### config.mk
export PLATFORM = sky130hd
export DESIGN_NAME = pm_pin_router
export DESIGN_NICKNAME = d
export VERILOG_FILES = /design/src/hdl/pm_pkg.sv /design/src/hdl/pm_pin_router.sv
export SDC_FILE = /design/constraint.sdc
export NUM_CORES = 1
export LEC_CHECK = 0
export BUFFER_PORTS_ARGS = -buffer_cell sky130_fd_sc_hd__buf_4
export CORE_ASPECT_RATIO = 1.25
export CORE_MARGIN = 4
export CORE_UTILIZATION = 23
export DETAILED_ROUTE_END_ITERATION = 7
export PLACE_DENSITY = 0.52
export SKIP_CTS_REPAIR_TIMING = 1
export SLEW_MARGIN = 10
export SYNTH_ARGS = -nofsm -noshare
export SYNTH_HDL_FRONTEND = slang
export SYNTH_SLANG_ARGS = --single-unit
export TNS_END_PERCENT = 1
### constraint.sdc
create_clock -name clk -period 3.85 [get_ports clk]
set_input_delay 0.1925 -clock clk [delete_from_list [all_inputs] [get_ports clk]]
set_output_delay 0.1925 -clock clk [all_outputs]
set_load 0.01 [all_outputs]
### src/hdl/pm_pkg.sv
// Constants, tables and carrier types for the pin routing and port block.
// Contract
// - Bits 7,6 steer second timer ch5,ch4.
// - Bits 5,4 steer second timer ch3,ch2.
// - Bits 3,2 steer second timer ch1,ch0.
// - Bits 1,0 steer first timer ch1,ch0.
// - Reset routes to small-package pins.
// - Serial bits 7,6 place second UART.
// - Serial bits 5,4 place SCL, SDA.
// - Serial bits 3,2 place MISO, MOSI.
// - Serial bits 1,0 place SCK, SS.
// - First-UART bits 1,0 place transmit, receive.
// - Enabled peripheral overrides general-purpose port.
// - Reset: inputs, slew on, low drive, no pullup.
// - LCD pins full drive only in one mode.
// - Direction bit picks output or input buffer.
// - Digital function drives; direction picks read source.
// - Analog disables buffers; input reads zero.
// - Analog beats digital on the same pin.
// - Reads: pin for inputs, latch for outputs.
// - Reset clears data latches, not driven.
// - Analog function forces pullup off.

package pm_pkg;

   // -----------------------------------------------------------------
   // Sizes and address layout
   // -----------------------------------------------------------------
   localparam int PM_ADDR_W    = 6;
   localparam int PM_DATA_W    = 8;
   localparam int PM_NPORT     = 4;
   localparam int PM_NPIN      = 32;
   localparam int PM_NFN       = 18;
   localparam int PM_PIN_W     = 5;
   localparam int PM_KIND_LSB  = 0;
   localparam int PM_KIND_W    = 3;
   localparam int PM_PORT_LSB  = 3;
   localparam int PM_PORT_W    = 2;
   localparam int PM_SPACE_LSB = 5;

   // Register kinds within one port's group.
   localparam logic [2:0] PM_KIND_DATA  = 3'h0;
   localparam logic [2:0] PM_KIND_DIR   = 3'h1;
   localparam logic [2:0] PM_KIND_PULL  = 3'h2;
   localparam logic [2:0] PM_KIND_SLEW  = 3'h3;
   localparam logic [2:0] PM_KIND_DRIVE = 3'h4;

   // Routing register offsets and one port data offset.
   localparam logic [5:0] PM_OFS_TIMER_ROUTE    = 6'h20;
   localparam logic [5:0] PM_OFS_SERIAL_ROUTE   = 6'h21;
   localparam logic [5:0] PM_OFS_UART_ONE_ROUTE = 6'h22;
   localparam logic [5:0] PM_OFS_PORT_F_DATA    = 6'h08;

   // -----------------------------------------------------------------
   // Reset values and masks
   // -----------------------------------------------------------------
   localparam logic [7:0]  PM_DATA_RST   = 8'h00;
   localparam logic [7:0]  PM_DIR_RST    = 8'h00;
   localparam logic [7:0]  PM_PULL_RST   = 8'h00;
   localparam logic [7:0]  PM_SLEW_RST   = 8'hFF;
   localparam logic [7:0]  PM_DRIVE_RST  = 8'h00;
   localparam logic [7:0]  PM_ROUTE_RST  = 8'h00;
   localparam logic [7:0]  PM_UART_MASK  = 8'h03;
   localparam logic [1:0]  PM_UART_W_MSK = 2'h3;
   localparam logic [31:0] PM_LCD_PINS   = 32'h000000FF;
   localparam logic [1:0]  PM_SUPPLY_FULL = 2'h3;

   // -----------------------------------------------------------------
   // Function indices; index equals the bit in the joined route vector
   // -----------------------------------------------------------------
   localparam int PM_FN_T1C0 = 0,  PM_FN_T1C1 = 1,  PM_FN_T2C0 = 2;
   localparam int PM_FN_T2C1 = 3,  PM_FN_T2C2 = 4,  PM_FN_T2C3 = 5;
   localparam int PM_FN_T2C4 = 6,  PM_FN_T2C5 = 7,  PM_FN_SS   = 8;
   localparam int PM_FN_SCK  = 9,  PM_FN_MOSI = 10, PM_FN_MISO = 11;
   localparam int PM_FN_SDA  = 12, PM_FN_SCL  = 13, PM_FN_U2RX = 14;
   localparam int PM_FN_U2TX = 15, PM_FN_U1RX = 16, PM_FN_U1TX = 17;

   // Pin index is port*8+bit, ports in order A, F, H, I.
   localparam logic [4:0] PM_PIN_CLR [PM_NFN] = '{
      5'h09, 5'h0A, 5'h05, 5'h06, 5'h08, 5'h0D, 5'h0C, 5'h0B, 5'h0B,
      5'h0A, 5'h0D, 5'h0C, 5'h02, 5'h01, 5'h04, 5'h03, 5'h09, 5'h08};
   localparam logic [4:0] PM_PIN_SET [PM_NFN] = '{
      5'h15, 5'h14, 5'h1D, 5'h1C, 5'h1B, 5'h1A, 5'h17, 5'h16, 5'h1D,
      5'h1C, 5'h1B, 5'h1A, 5'h1C, 5'h1D, 5'h18, 5'h19, 5'h14, 5'h15};

   // -----------------------------------------------------------------
   // Carrier types
   // -----------------------------------------------------------------
   typedef struct packed {
      logic en;
      logic oe;
      logic o;
   } pm_fn_drv_t;

   typedef struct packed {
      logic o;
      logic oe_n;
      logic pu;
      logic slew;
      logic hd;
   } pm_pad_t;

endpackage

### src/hdl/pm_pin_router.sv
// Pin routing, general-purpose port registers and pad control logic.
//
// Decided for this implementation: the placing of the registers and strobed register access.
`timescale 1ns/1ns
`default_nettype none

module pm_pin_router #(
   parameter int ADDR_W = pm_pkg::PM_ADDR_W
) (
   input  wire logic                                  clk,
   input  wire logic                                  nrst,
   input  wire logic [ADDR_W-1:0]                     addr,
   input  wire logic [pm_pkg::PM_DATA_W-1:0]          wdata,
   input  wire logic                                  we,
   input  wire logic                                  re,
   output var  logic [pm_pkg::PM_DATA_W-1:0]          rdata,
   input  wire logic [1:0]                            lcd_supply_select,
   input  wire logic                                  full_drive_enable,
   input  wire logic                                  regulator_enable,
   input  wire logic [pm_pkg::PM_NPIN-1:0]            analog_en,
   input  wire pm_pkg::pm_fn_drv_t [pm_pkg::PM_NFN-1:0] fn_drv,
   output var  logic [pm_pkg::PM_NFN-1:0]             fn_in,
   input  wire logic [pm_pkg::PM_NPIN-1:0]            pad_i,
   output var  pm_pkg::pm_pad_t [pm_pkg::PM_NPIN-1:0] pad
);

   // ----------------------------------------------------------------
   // Elaboration check
   // ----------------------------------------------------------------
   if (ADDR_W < pm_pkg::PM_ADDR_W) begin : g_bad_addr
      $error("Address width too small for the register map.");
   end

   // ----------------------------------------------------------------
   // Register storage
   // ----------------------------------------------------------------
   logic [pm_pkg::PM_NPORT-1:0][7:0] data_reg;
   logic [pm_pkg::PM_NPORT-1:0][7:0] dir_reg;
   logic [pm_pkg::PM_NPORT-1:0][7:0] pull_reg;
   logic [pm_pkg::PM_NPORT-1:0][7:0] slew_reg;
   logic [pm_pkg::PM_NPORT-1:0][7:0] drive_reg;
   logic [7:0]                       timer_route_reg;
   logic [7:0]                       serial_route_reg;
   logic [1:0]                       uart_one_route_reg;
   logic [7:0]                       rdata_reg;
   logic [7:0]                       rdata_next;

   logic [pm_pkg::PM_NPIN-1:0]       data_flat;
   logic [pm_pkg::PM_NPIN-1:0]       dir_flat;
   logic [pm_pkg::PM_NPIN-1:0]       pull_flat;
   logic [pm_pkg::PM_NPIN-1:0]       slew_flat;
   logic [pm_pkg::PM_NPIN-1:0]       drive_flat;
   logic [pm_pkg::PM_NPIN-1:0]       pin_in;
   logic [pm_pkg::PM_NPIN-1:0]       read_bit;
   logic [pm_pkg::PM_NFN-1:0]        route_vec;
   logic [pm_pkg::PM_PIN_W-1:0]      sel_pin [pm_pkg::PM_NFN];
   logic                             full_drive;

   // ----------------------------------------------------------------
   // Address decode
   // ----------------------------------------------------------------
   logic [pm_pkg::PM_PORT_W-1:0] acc_port;
   logic [pm_pkg::PM_KIND_W-1:0] acc_kind;
   logic                         port_space;
   logic                         kind_ok;

   // Port groups sit below the routing registers; high bits must be zero.
   assign acc_port   = addr[pm_pkg::PM_PORT_LSB +: pm_pkg::PM_PORT_W];
   assign acc_kind   = addr[pm_pkg::PM_KIND_LSB +: pm_pkg::PM_KIND_W];
   assign port_space = (addr >> pm_pkg::PM_SPACE_LSB) == '0;
   assign kind_ok    = acc_kind <= pm_pkg::PM_KIND_DRIVE;

   assign data_flat  = data_reg;
   assign dir_flat   = dir_reg;
   assign pull_flat  = pull_reg;
   assign slew_flat  = slew_reg;
   assign drive_flat = drive_reg;

   // ----------------------------------------------------------------
   // Port registers
   // ----------------------------------------------------------------
   // Software writes update every bit of the addressed port register.
   always_ff @(posedge clk or negedge nrst) begin
      if (!nrst) begin
         data_reg  <= {pm_pkg::PM_NPORT{pm_pkg::PM_DATA_RST}};
         dir_reg   <= {pm_pkg::PM_NPORT{pm_pkg::PM_DIR_RST}};
         pull_reg  <= {pm_pkg::PM_NPORT{pm_pkg::PM_PULL_RST}};
         slew_reg  <= {pm_pkg::PM_NPORT{pm_pkg::PM_SLEW_RST}};
         drive_reg <= {pm_pkg::PM_NPORT{pm_pkg::PM_DRIVE_RST}};
      end else if (we && port_space && kind_ok) begin
         unique case (acc_kind)
            pm_pkg::PM_KIND_DATA:  data_reg[acc_port]  <= wdata;
            pm_pkg::PM_KIND_DIR:   dir_reg[acc_port]   <= wdata;
            pm_pkg::PM_KIND_PULL:  pull_reg[acc_port]  <= wdata;
            pm_pkg::PM_KIND_SLEW:  slew_reg[acc_port]  <= wdata;
            default:               drive_reg[acc_port] <= wdata;
         endcase
      end
   end

   // ----------------------------------------------------------------
   // Routing registers
   // ----------------------------------------------------------------
   // Routes reset to the small-package pins and take effect next cycle.
   always_ff @(posedge clk or negedge nrst) begin
      if (!nrst) begin
         timer_route_reg    <= pm_pkg::PM_ROUTE_RST;
         serial_route_reg   <= pm_pkg::PM_ROUTE_RST;
         uart_one_route_reg <= '0;
      end else if (we) begin
         if (addr == ADDR_W'(pm_pkg::PM_OFS_TIMER_ROUTE)) begin
            timer_route_reg <= wdata;
         end
         if (addr == ADDR_W'(pm_pkg::PM_OFS_SERIAL_ROUTE)) begin
            serial_route_reg <= wdata;
         end
         if (addr == ADDR_W'(pm_pkg::PM_OFS_UART_ONE_ROUTE)) begin
            uart_one_route_reg <= wdata[1:0] & pm_pkg::PM_UART_W_MSK;
         end
      end
   end

   // The three routing registers joined in function-index order.
   assign route_vec = {uart_one_route_reg, serial_route_reg,
                       timer_route_reg};

   // ----------------------------------------------------------------
   // Read path
   // ----------------------------------------------------------------
   // Selects the addressed register; unmapped addresses read zero.
   always_comb begin
      rdata_next = '0;
      if (port_space && kind_ok) begin
         unique case (acc_kind)
            pm_pkg::PM_KIND_DATA:  rdata_next = read_bit[
                                      {acc_port, 3'h0} +: 8];
            pm_pkg::PM_KIND_DIR:   rdata_next = dir_reg[acc_port];
            pm_pkg::PM_KIND_PULL:  rdata_next = pull_reg[acc_port];
            pm_pkg::PM_KIND_SLEW:  rdata_next = slew_reg[acc_port];
            default:               rdata_next = drive_reg[acc_port];
         endcase
      end else if (addr == ADDR_W'(pm_pkg::PM_OFS_TIMER_ROUTE)) begin
         rdata_next = timer_route_reg;
      end else if (addr == ADDR_W'(pm_pkg::PM_OFS_SERIAL_ROUTE)) begin
         rdata_next = serial_route_reg;
      end else if (addr == ADDR_W'(pm_pkg::PM_OFS_UART_ONE_ROUTE)) begin
         rdata_next = {6'h00, uart_one_route_reg} & pm_pkg::PM_UART_MASK;
      end
   end

   // Read data stands only in the cycle after the read strobe.
   always_ff @(posedge clk or negedge nrst) begin
      if (!nrst) begin
         rdata_reg <= '0;
      end else if (re) begin
         rdata_reg <= rdata_next;
      end else begin
         rdata_reg <= '0;
      end
   end

   assign rdata = rdata_reg;

   // ----------------------------------------------------------------
   // Function placement
   // ----------------------------------------------------------------
   // LCD-shared pins drive both levels only in the external-supply mode.
   assign full_drive = (lcd_supply_select == pm_pkg::PM_SUPPLY_FULL) &&
                       full_drive_enable && !regulator_enable;

   // Each function picks its pin and hears that pin's gated input.
   for (genvar f = 0; f < pm_pkg::PM_NFN; f++) begin : g_fn
      assign sel_pin[f] = route_vec[f] ? pm_pkg::PM_PIN_SET[f]
                                       : pm_pkg::PM_PIN_CLR[f];
      assign fn_in[f]   = pin_in[sel_pin[f]];
   end

   // ----------------------------------------------------------------
   // Per-pin pad control
   // ----------------------------------------------------------------
   for (genvar p = 0; p < pm_pkg::PM_NPIN; p++) begin : g_pin
      logic own;
      logic own_oe;
      logic own_o;
      logic want;
      logic val;
      logic odrain;

      // Lowest-index enabled function routed here owns the output.
      always_comb begin
         own    = 1'b0;
         own_oe = 1'b0;
         own_o  = 1'b0;
         for (int f = pm_pkg::PM_NFN - 1; f >= 0; f--) begin
            if (fn_drv[f].en && sel_pin[f] == pm_pkg::PM_PIN_W'(p)) begin
               own    = 1'b1;
               own_oe = fn_drv[f].oe;
               own_o  = fn_drv[f].o;
            end
         end
      end

      // Analog wins over a digital function, which wins over the port.
      assign want   = analog_en[p] ? 1'b0 :
                      own ? own_oe :
                      dir_flat[p];
      assign val    = own ? own_o : data_flat[p];
      assign odrain = PM_LCD_BIT(p) && !full_drive;

      // Open drain only ever pulls low; the pullup stays for it.
      always_comb begin
         pad[p].o    = odrain ? 1'b0 : val;
         pad[p].oe_n = odrain ? !(want && !val) : !want;
         pad[p].pu   = pull_flat[p] && !analog_en[p] &&
                       !(want && !odrain);
         pad[p].slew = slew_flat[p];
         pad[p].hd   = drive_flat[p];
      end

      // Input buffer is off under analog, and off for a port output.
      assign pin_in[p]   = pad_i[p] && !analog_en[p] &&
                           (own || !dir_flat[p]);
      assign read_bit[p] = dir_flat[p] ? data_flat[p]
                                       : pin_in[p];
   end

   // Marks the pins that share the LCD and so default to open drain.
   function automatic logic PM_LCD_BIT(input int idx);
      PM_LCD_BIT = pm_pkg::PM_LCD_PINS[idx];
   endfunction

   // ----------------------------------------------------------------
   // Assertions
   // ----------------------------------------------------------------
   // Reset leaves routes cleared, pins input, latches zero, slew on.
   reset_defaults_a: assert property (
      @(posedge clk) $rose(nrst) |-> route_vec == '0 && dir_reg == '0 &&
         data_reg == '0 && pull_reg == '0 && drive_reg == '0 &&
         slew_reg == {pm_pkg::PM_NPORT{pm_pkg::PM_SLEW_RST}})
      else $error("Port or route state wrong after reset.");

   // Second timer channel 5 reaches its upper pin when routed there.
   route_t2c5_a: assert property (
      @(posedge clk) disable iff (!nrst)
      route_vec[pm_pkg::PM_FN_T2C5] && fn_drv[pm_pkg::PM_FN_T2C5].en &&
      fn_drv[pm_pkg::PM_FN_T2C5].oe &&
      !analog_en[pm_pkg::PM_PIN_SET[pm_pkg::PM_FN_T2C5]]
      |-> !pad[pm_pkg::PM_PIN_SET[pm_pkg::PM_FN_T2C5]].oe_n &&
          pad[pm_pkg::PM_PIN_SET[pm_pkg::PM_FN_T2C5]].o ==
          fn_drv[pm_pkg::PM_FN_T2C5].o)
      else $error("Timer channel 5 not on its routed pin.");

   // Second timer channel 3 reaches port I when routed there.
   route_t2c3_a: assert property (
      @(posedge clk) disable iff (!nrst)
      route_vec[pm_pkg::PM_FN_T2C3] && fn_drv[pm_pkg::PM_FN_T2C3].en &&
      fn_drv[pm_pkg::PM_FN_T2C3].oe &&
      !analog_en[pm_pkg::PM_PIN_SET[pm_pkg::PM_FN_T2C3]]
      |-> !pad[pm_pkg::PM_PIN_SET[pm_pkg::PM_FN_T2C3]].oe_n &&
          pad[pm_pkg::PM_PIN_SET[pm_pkg::PM_FN_T2C3]].o ==
          fn_drv[pm_pkg::PM_FN_T2C3].o)
      else $error("Timer channel 3 not on its routed pin.");

   // First timer channel 0 input follows its default pin while its route bit is clear.
   route_t1c0_a: assert property (
      @(posedge clk) disable iff (!nrst)
      !route_vec[pm_pkg::PM_FN_T1C0] &&
      !analog_en[pm_pkg::PM_PIN_CLR[pm_pkg::PM_FN_T1C0]] &&
      !dir_flat[pm_pkg::PM_PIN_CLR[pm_pkg::PM_FN_T1C0]]
      |-> fn_in[pm_pkg::PM_FN_T1C0] ==
          pad_i[pm_pkg::PM_PIN_CLR[pm_pkg::PM_FN_T1C0]])
      else $error("Timer channel 0 input from wrong pin.");

   // Second UART receive hears port I pin 0 when routed there.
   route_u2rx_a: assert property (
      @(posedge clk) disable iff (!nrst)
      route_vec[pm_pkg::PM_FN_U2RX] && fn_drv[pm_pkg::PM_FN_U2RX].en &&
      !analog_en[pm_pkg::PM_PIN_SET[pm_pkg::PM_FN_U2RX]]
      |-> fn_in[pm_pkg::PM_FN_U2RX] ==
          pad_i[pm_pkg::PM_PIN_SET[pm_pkg::PM_FN_U2RX]])
      else $error("Second UART receive from wrong pin.");

   // Clock line of the I2C port drives port I pin 5 when routed there.
   route_scl_a: assert property (
      @(posedge clk) disable iff (!nrst)
      route_vec[pm_pkg::PM_FN_SCL] && fn_drv[pm_pkg::PM_FN_SCL].en &&
      fn_drv[pm_pkg::PM_FN_SCL].oe && !fn_drv[pm_pkg::PM_FN_T2C0].en &&
      !fn_drv[pm_pkg::PM_FN_SS].en &&
      !analog_en[pm_pkg::PM_PIN_SET[pm_pkg::PM_FN_SCL]]
      |-> pad[pm_pkg::PM_PIN_SET[pm_pkg::PM_FN_SCL]].o ==
          fn_drv[pm_pkg::PM_FN_SCL].o)
      else $error("I2C clock not on its routed pin.");

   // SPI data in uses port F pin 4 while its route bit is clear.
   route_miso_a: assert property (
      @(posedge clk) disable iff (!nrst)
      !route_vec[pm_pkg::PM_FN_MISO] && fn_drv[pm_pkg::PM_FN_MISO].en &&
      fn_drv[pm_pkg::PM_FN_MISO].oe && !fn_drv[pm_pkg::PM_FN_T2C4].en &&
      !analog_en[pm_pkg::PM_PIN_CLR[pm_pkg::PM_FN_MISO]]
      |-> !pad[pm_pkg::PM_PIN_CLR[pm_pkg::PM_FN_MISO]].oe_n)
      else $error("SPI data in not on its default pin.");

   // SPI clock lands on port I pin 4 when routed there.
   route_sck_a: assert property (
      @(posedge clk) disable iff (!nrst)
      route_vec[pm_pkg::PM_FN_SCK] && fn_drv[pm_pkg::PM_FN_SCK].en &&
      fn_drv[pm_pkg::PM_FN_SCK].oe && !fn_drv[pm_pkg::PM_FN_T2C1].en &&
      !analog_en[pm_pkg::PM_PIN_SET[pm_pkg::PM_FN_SCK]]
      |-> !pad[pm_pkg::PM_PIN_SET[pm_pkg::PM_FN_SCK]].oe_n)
      else $error("SPI clock not on its routed pin.");

   // First UART transmit drives port F pin 0 while its bit is clear.
   route_u1tx_a: assert property (
      @(posedge clk) disable iff (!nrst)
      !route_vec[pm_pkg::PM_FN_U1TX] && fn_drv[pm_pkg::PM_FN_U1TX].en &&
      fn_drv[pm_pkg::PM_FN_U1TX].oe && !fn_drv[pm_pkg::PM_FN_T2C2].en &&
      !analog_en[pm_pkg::PM_PIN_CLR[pm_pkg::PM_FN_U1TX]]
      |-> pad[pm_pkg::PM_PIN_CLR[pm_pkg::PM_FN_U1TX]].o ==
          fn_drv[pm_pkg::PM_FN_U1TX].o)
      else $error("First UART transmit not on its default pin.");

   // An LCD-shared pin never drives high outside full drive mode.
   lcd_open_drain_a: assert property (
      @(posedge clk) disable iff (!nrst)
      !full_drive |-> !(pad[0].o && !pad[0].oe_n) &&
                      !(pad[7].o && !pad[7].oe_n))
      else $error("LCD-shared pin drove high in open drain mode.");

   // Analog pins float, lose the pullup and read zero as inputs.
   analog_pin_a: assert property (
      @(posedge clk) disable iff (!nrst)
      analog_en[pm_pkg::PM_NPIN-1] && !dir_flat[pm_pkg::PM_NPIN-1]
      |-> pad[pm_pkg::PM_NPIN-1].oe_n && !pad[pm_pkg::PM_NPIN-1].pu &&
          !read_bit[pm_pkg::PM_NPIN-1])
      else $error("Analog pin not released.");

   // A port F data read of an all-output port returns the latch.
   read_latch_a: assert property (
      @(posedge clk) disable iff (!nrst)
      re && addr == ADDR_W'(pm_pkg::PM_OFS_PORT_F_DATA) && &dir_reg[1]
      |=> rdata == $past(data_reg[1]))
      else $error("Port data read missed the latch.");

   // A routing write reads back and routes from the next cycle.
   route_write_a: assert property (
      @(posedge clk) disable iff (!nrst)
      we && addr == ADDR_W'(pm_pkg::PM_OFS_TIMER_ROUTE) ##1
      re && addr == ADDR_W'(pm_pkg::PM_OFS_TIMER_ROUTE)
      |=> rdata == $past(wdata, 2) && route_vec[7:0] == $past(wdata, 2))
      else $error("Timer route register did not read back.");

   // Read data falls back to zero in any cycle without a read strobe.
   rdata_idle_a: assert property (
      @(posedge clk) disable iff (!nrst)
      !re |=> rdata == '0)
      else $error("Read data stood without a read strobe.");

   // A pin that no function can reach follows its direction and latch.
   port_buffer_a: assert property (
      @(posedge clk) disable iff (!nrst)
      !analog_en[15]
      |-> pad[15].oe_n == !dir_flat[15] && pad[15].o == data_flat[15])
      else $error("Port pin buffer ignores its direction bit.");

   // A function routed to an analog pin hears only zero.
   analog_fn_in_a: assert property (
      @(posedge clk) disable iff (!nrst)
      !route_vec[pm_pkg::PM_FN_T2C2] &&
      analog_en[pm_pkg::PM_PIN_CLR[pm_pkg::PM_FN_T2C2]]
      |-> !fn_in[pm_pkg::PM_FN_T2C2])
      else $error("Function heard an analog pin.");

   // First UART receive hears port H pin 4 when routed there.
   route_u1rx_a: assert property (
      @(posedge clk) disable iff (!nrst)
      route_vec[pm_pkg::PM_FN_U1RX] && fn_drv[pm_pkg::PM_FN_U1RX].en &&
      !analog_en[pm_pkg::PM_PIN_SET[pm_pkg::PM_FN_U1RX]]
      |-> fn_in[pm_pkg::PM_FN_U1RX] ==
          pad_i[pm_pkg::PM_PIN_SET[pm_pkg::PM_FN_U1RX]])
      else $error("First UART receive from wrong pin.");

endmodule

`default_nettype wire

==> reports/qor.txt <==
worst rel slew slack = 32.08%
Post-DP HPWL = 40.28 mm
Total Wirelength = 51.07 mm
# fillers = 4,940
RePlAce Congestion = 0.8842
max_cap viols = 0
slew at the pin closest to its max-slew limit = 1008 ps
leakage = 6.580 nW
# IOs = 326
share of layout cells above drive strength 1 = 50.60%
slowest stage delay, CP = 790 ps
Crit. End Element = output port
synthesized instance count = 954
vias = 9,445
Die Area = 50,940 µm²
worst-skew pair later-pin latency = 450 ps
wire length per cell = 27.09 µm
syn nets = 1,094
vias in the first global route = 9,577
Worst Hold Class = input port to register
Mapped Avg Cell Area = 11.42 µm²
TritonCTS clock tree = built
H-tree depth = 4
clk slew on worst S/H paths = 90 ps
antenna-violating nets left = 0
Area growth syn-to-layout = 32.17%
CP max stage cell = o21ai_0
Die Ht = 251.3 µm
nets@finish = 1,380
first-pass GRT wire length = 71.41 mm
Fin Setup TNS = 0 ps
share of flip-flops with an asynchronous set or reset = 100.0%
PortBufs = 325
RSZ-0062 raised after global routing = false
DR iter-0 viols = 676
final setup vio count = 0
largest net degree at the start of global routing = 106
root cell of the clock tree = clkbuf_16
DRC violations left = 0
ys flop type = dfrtp_1
Clock Tree Buf Depth = 2
sequential cell area fraction in the yosys report = 43.09%
initial cell density of the core = 23.45%
Crit Path Category = register to output port
Max Fclk = 345.8 MHz
maximum VDD drop = 0.2982 mV
initial antenna violation count = 2
Post-synth EDFFs = 0
type of origin of the critical path = register
PnR Total Power = 0.005962 W
CTS Buf Count = 17
cell repeated most along the worst path = o21ai_0
crit-path cells = nand2b_1 > nand2_1 > o21ai_0 > o21ai_0 > buf_4
final hold viol count = 0
number of synthesized register bits = 186
pins over their slew limit = 0
row count = 88
post-route clock period utilization = 75.11%
PwrDens = 414.0 nW/µm²
minimum clock period = 2892 ps
GRT Residual Overflow = 0
Netlist cell types = 60
max reg flops = 64
mapped cell area = 10,900 µm²
vias per cell = 5.011
skew final = 15.24 ps
CTS sink cnt = 186
outcome = finished clean
Die X = 202.7 µm
GRT Resource Usage Total = 19.37%
Worst EP required = 3660 ps
critical path peak fanout = 7
Ys Warns = 0
Core ar. = 46,460 µm²
1st-pass router iterations = 5
WP data arrival = 2700 ps
## cell usage after synthesis (3+ instances only)
library cell    n  area (µm²)
nor2b_1        24       150.1
nand3_1         8       40.04
nand2b_1       37       231.5
nand4b_1        4       35.03
dfstp_2        32       840.8
nor2_2          9       56.30
a22o_1          3       26.28
nand4_1         3       18.77
and2_1         10       62.56
dfrtp_1       154        3854
a21oi_1        29       145.1
buf_4          29       217.7
a221oi_1       12       105.1
nand3b_1        8       60.06
mux2_2        181        2038
nand2_2         3       18.77
mux2i_1        42       420.4
nor3b_1        32       240.2
a311oi_1        3       26.28
or2_2           6       37.54
buf_2           9       45.04
nand2_1        77       289.0
and4b_1         3       30.03
nor2_1         43       161.4
and3b_1         5       43.79
clkbuf_1       22       82.58
o311ai_0        4       35.03
a211oi_1       17       127.6
mux4_2         32       720.7
nor3_1          6       30.03
buf_6           4       45.04
inv_1          10       37.54
o31ai_1         3       22.52
a31oi_1        10       62.56
o21ai_0        46       230.2
## power by group
group	internal [W]	leakage, nW	switching [W]
Sequential	0.00224	2.38	0.000377
Combinational	0.000778	3.91	0.000729
Clock	0.000934	0.299	0.000905
Total	0.00395	6.58	0.00201
## critical path, delay by kind of cell, from the launching register on
family,cells,cell delay (ps)
DFF,1,510
buffers and inverters,1,220
and+or+nand+nor,2,460
AOI/OAI and AO/OA,2,1050
## layout make-up
cell class,instances,area [µm²],share of cell area (%)
multi-input combinational,692,5763,40.02
clock buffer,17,425.4,2.954
inverter,10,37.54,0.2607
clock inverter,15,177.7,1.234
sequential,186,4695,32.60
antenna,2,5.005,0.03476
tap,630,788.3,5.474
timing repair buffer,333,2509,17.42
## placed cells by master (no fill, tap or decap), types with 29 or more instances in the layout
cell | Yosys | layout
buf_4 | 29 | 331
mux2_2 | 181 | 181
dfrtp_1 | 154 | 154
nand2_1 | 77 | 77
o21ai_0 | 46 | 46
nor2_1 | 43 | 43
mux2i_1 | 42 | 42
nand2b_1 | 37 | 37
nor3b_1 | 32 | 32
mux4_2 | 32 | 32
dfstp_2 | 32 | 32
a21oi_1 | 29 | 29
## cell families after synthesis
group | share of synthesized area [%]
AO/OA/AOI/OAI | 8.590
multiplexers | 29.39
buffers and inverters | 4.019
AND/OR/NAND/NOR | 14.92
flip-flops | 43.09
## layer usage
metal,track usage (%),vias to the layer above,wire length [µm]
met4,6.579,0,1677
met5,0,-,0
met1,24.45,4878,20870
li1,-,4091,-
met2,32.99,410,25070
met3,4.193,66,3455
## stage by stage
step                hold WS (ps)  cells  cell area (µm²)  setup slack, ps  util [%]
floorplan                 -103.1    954            10900             2152         -
global placement           402.8   1850            13780            940.9     29.66
detailed placement         406.1   1850            13780            905.4     29.66
CTS                       -72.84   1882            14390             1030     30.96
global route               61.53   1884            14400            910.6     30.99
finish                     66.28   1885            14400            958.1     30.99
## path summary, 6_finish.rpt
path / from / end / slack [ps] / cells past startpoint
max in group asynchronous: nrst / pad[76] / 2430 / 3
worst min register to register: pad[0] / pad[0] / 530 / 1
worst min-delay path: re / rdata[3] / 70 / 3
worst max register to register: dir_flat[27] / rdata[3] / 1890 / 5
worst max-delay path: serial_route_reg[0] / fn_in[8] / 960 / 5
min in group asynchronous: nrst / dir_flat[13] / 410 / 2
Note: power is estimated with default switching activity, not from simulation.
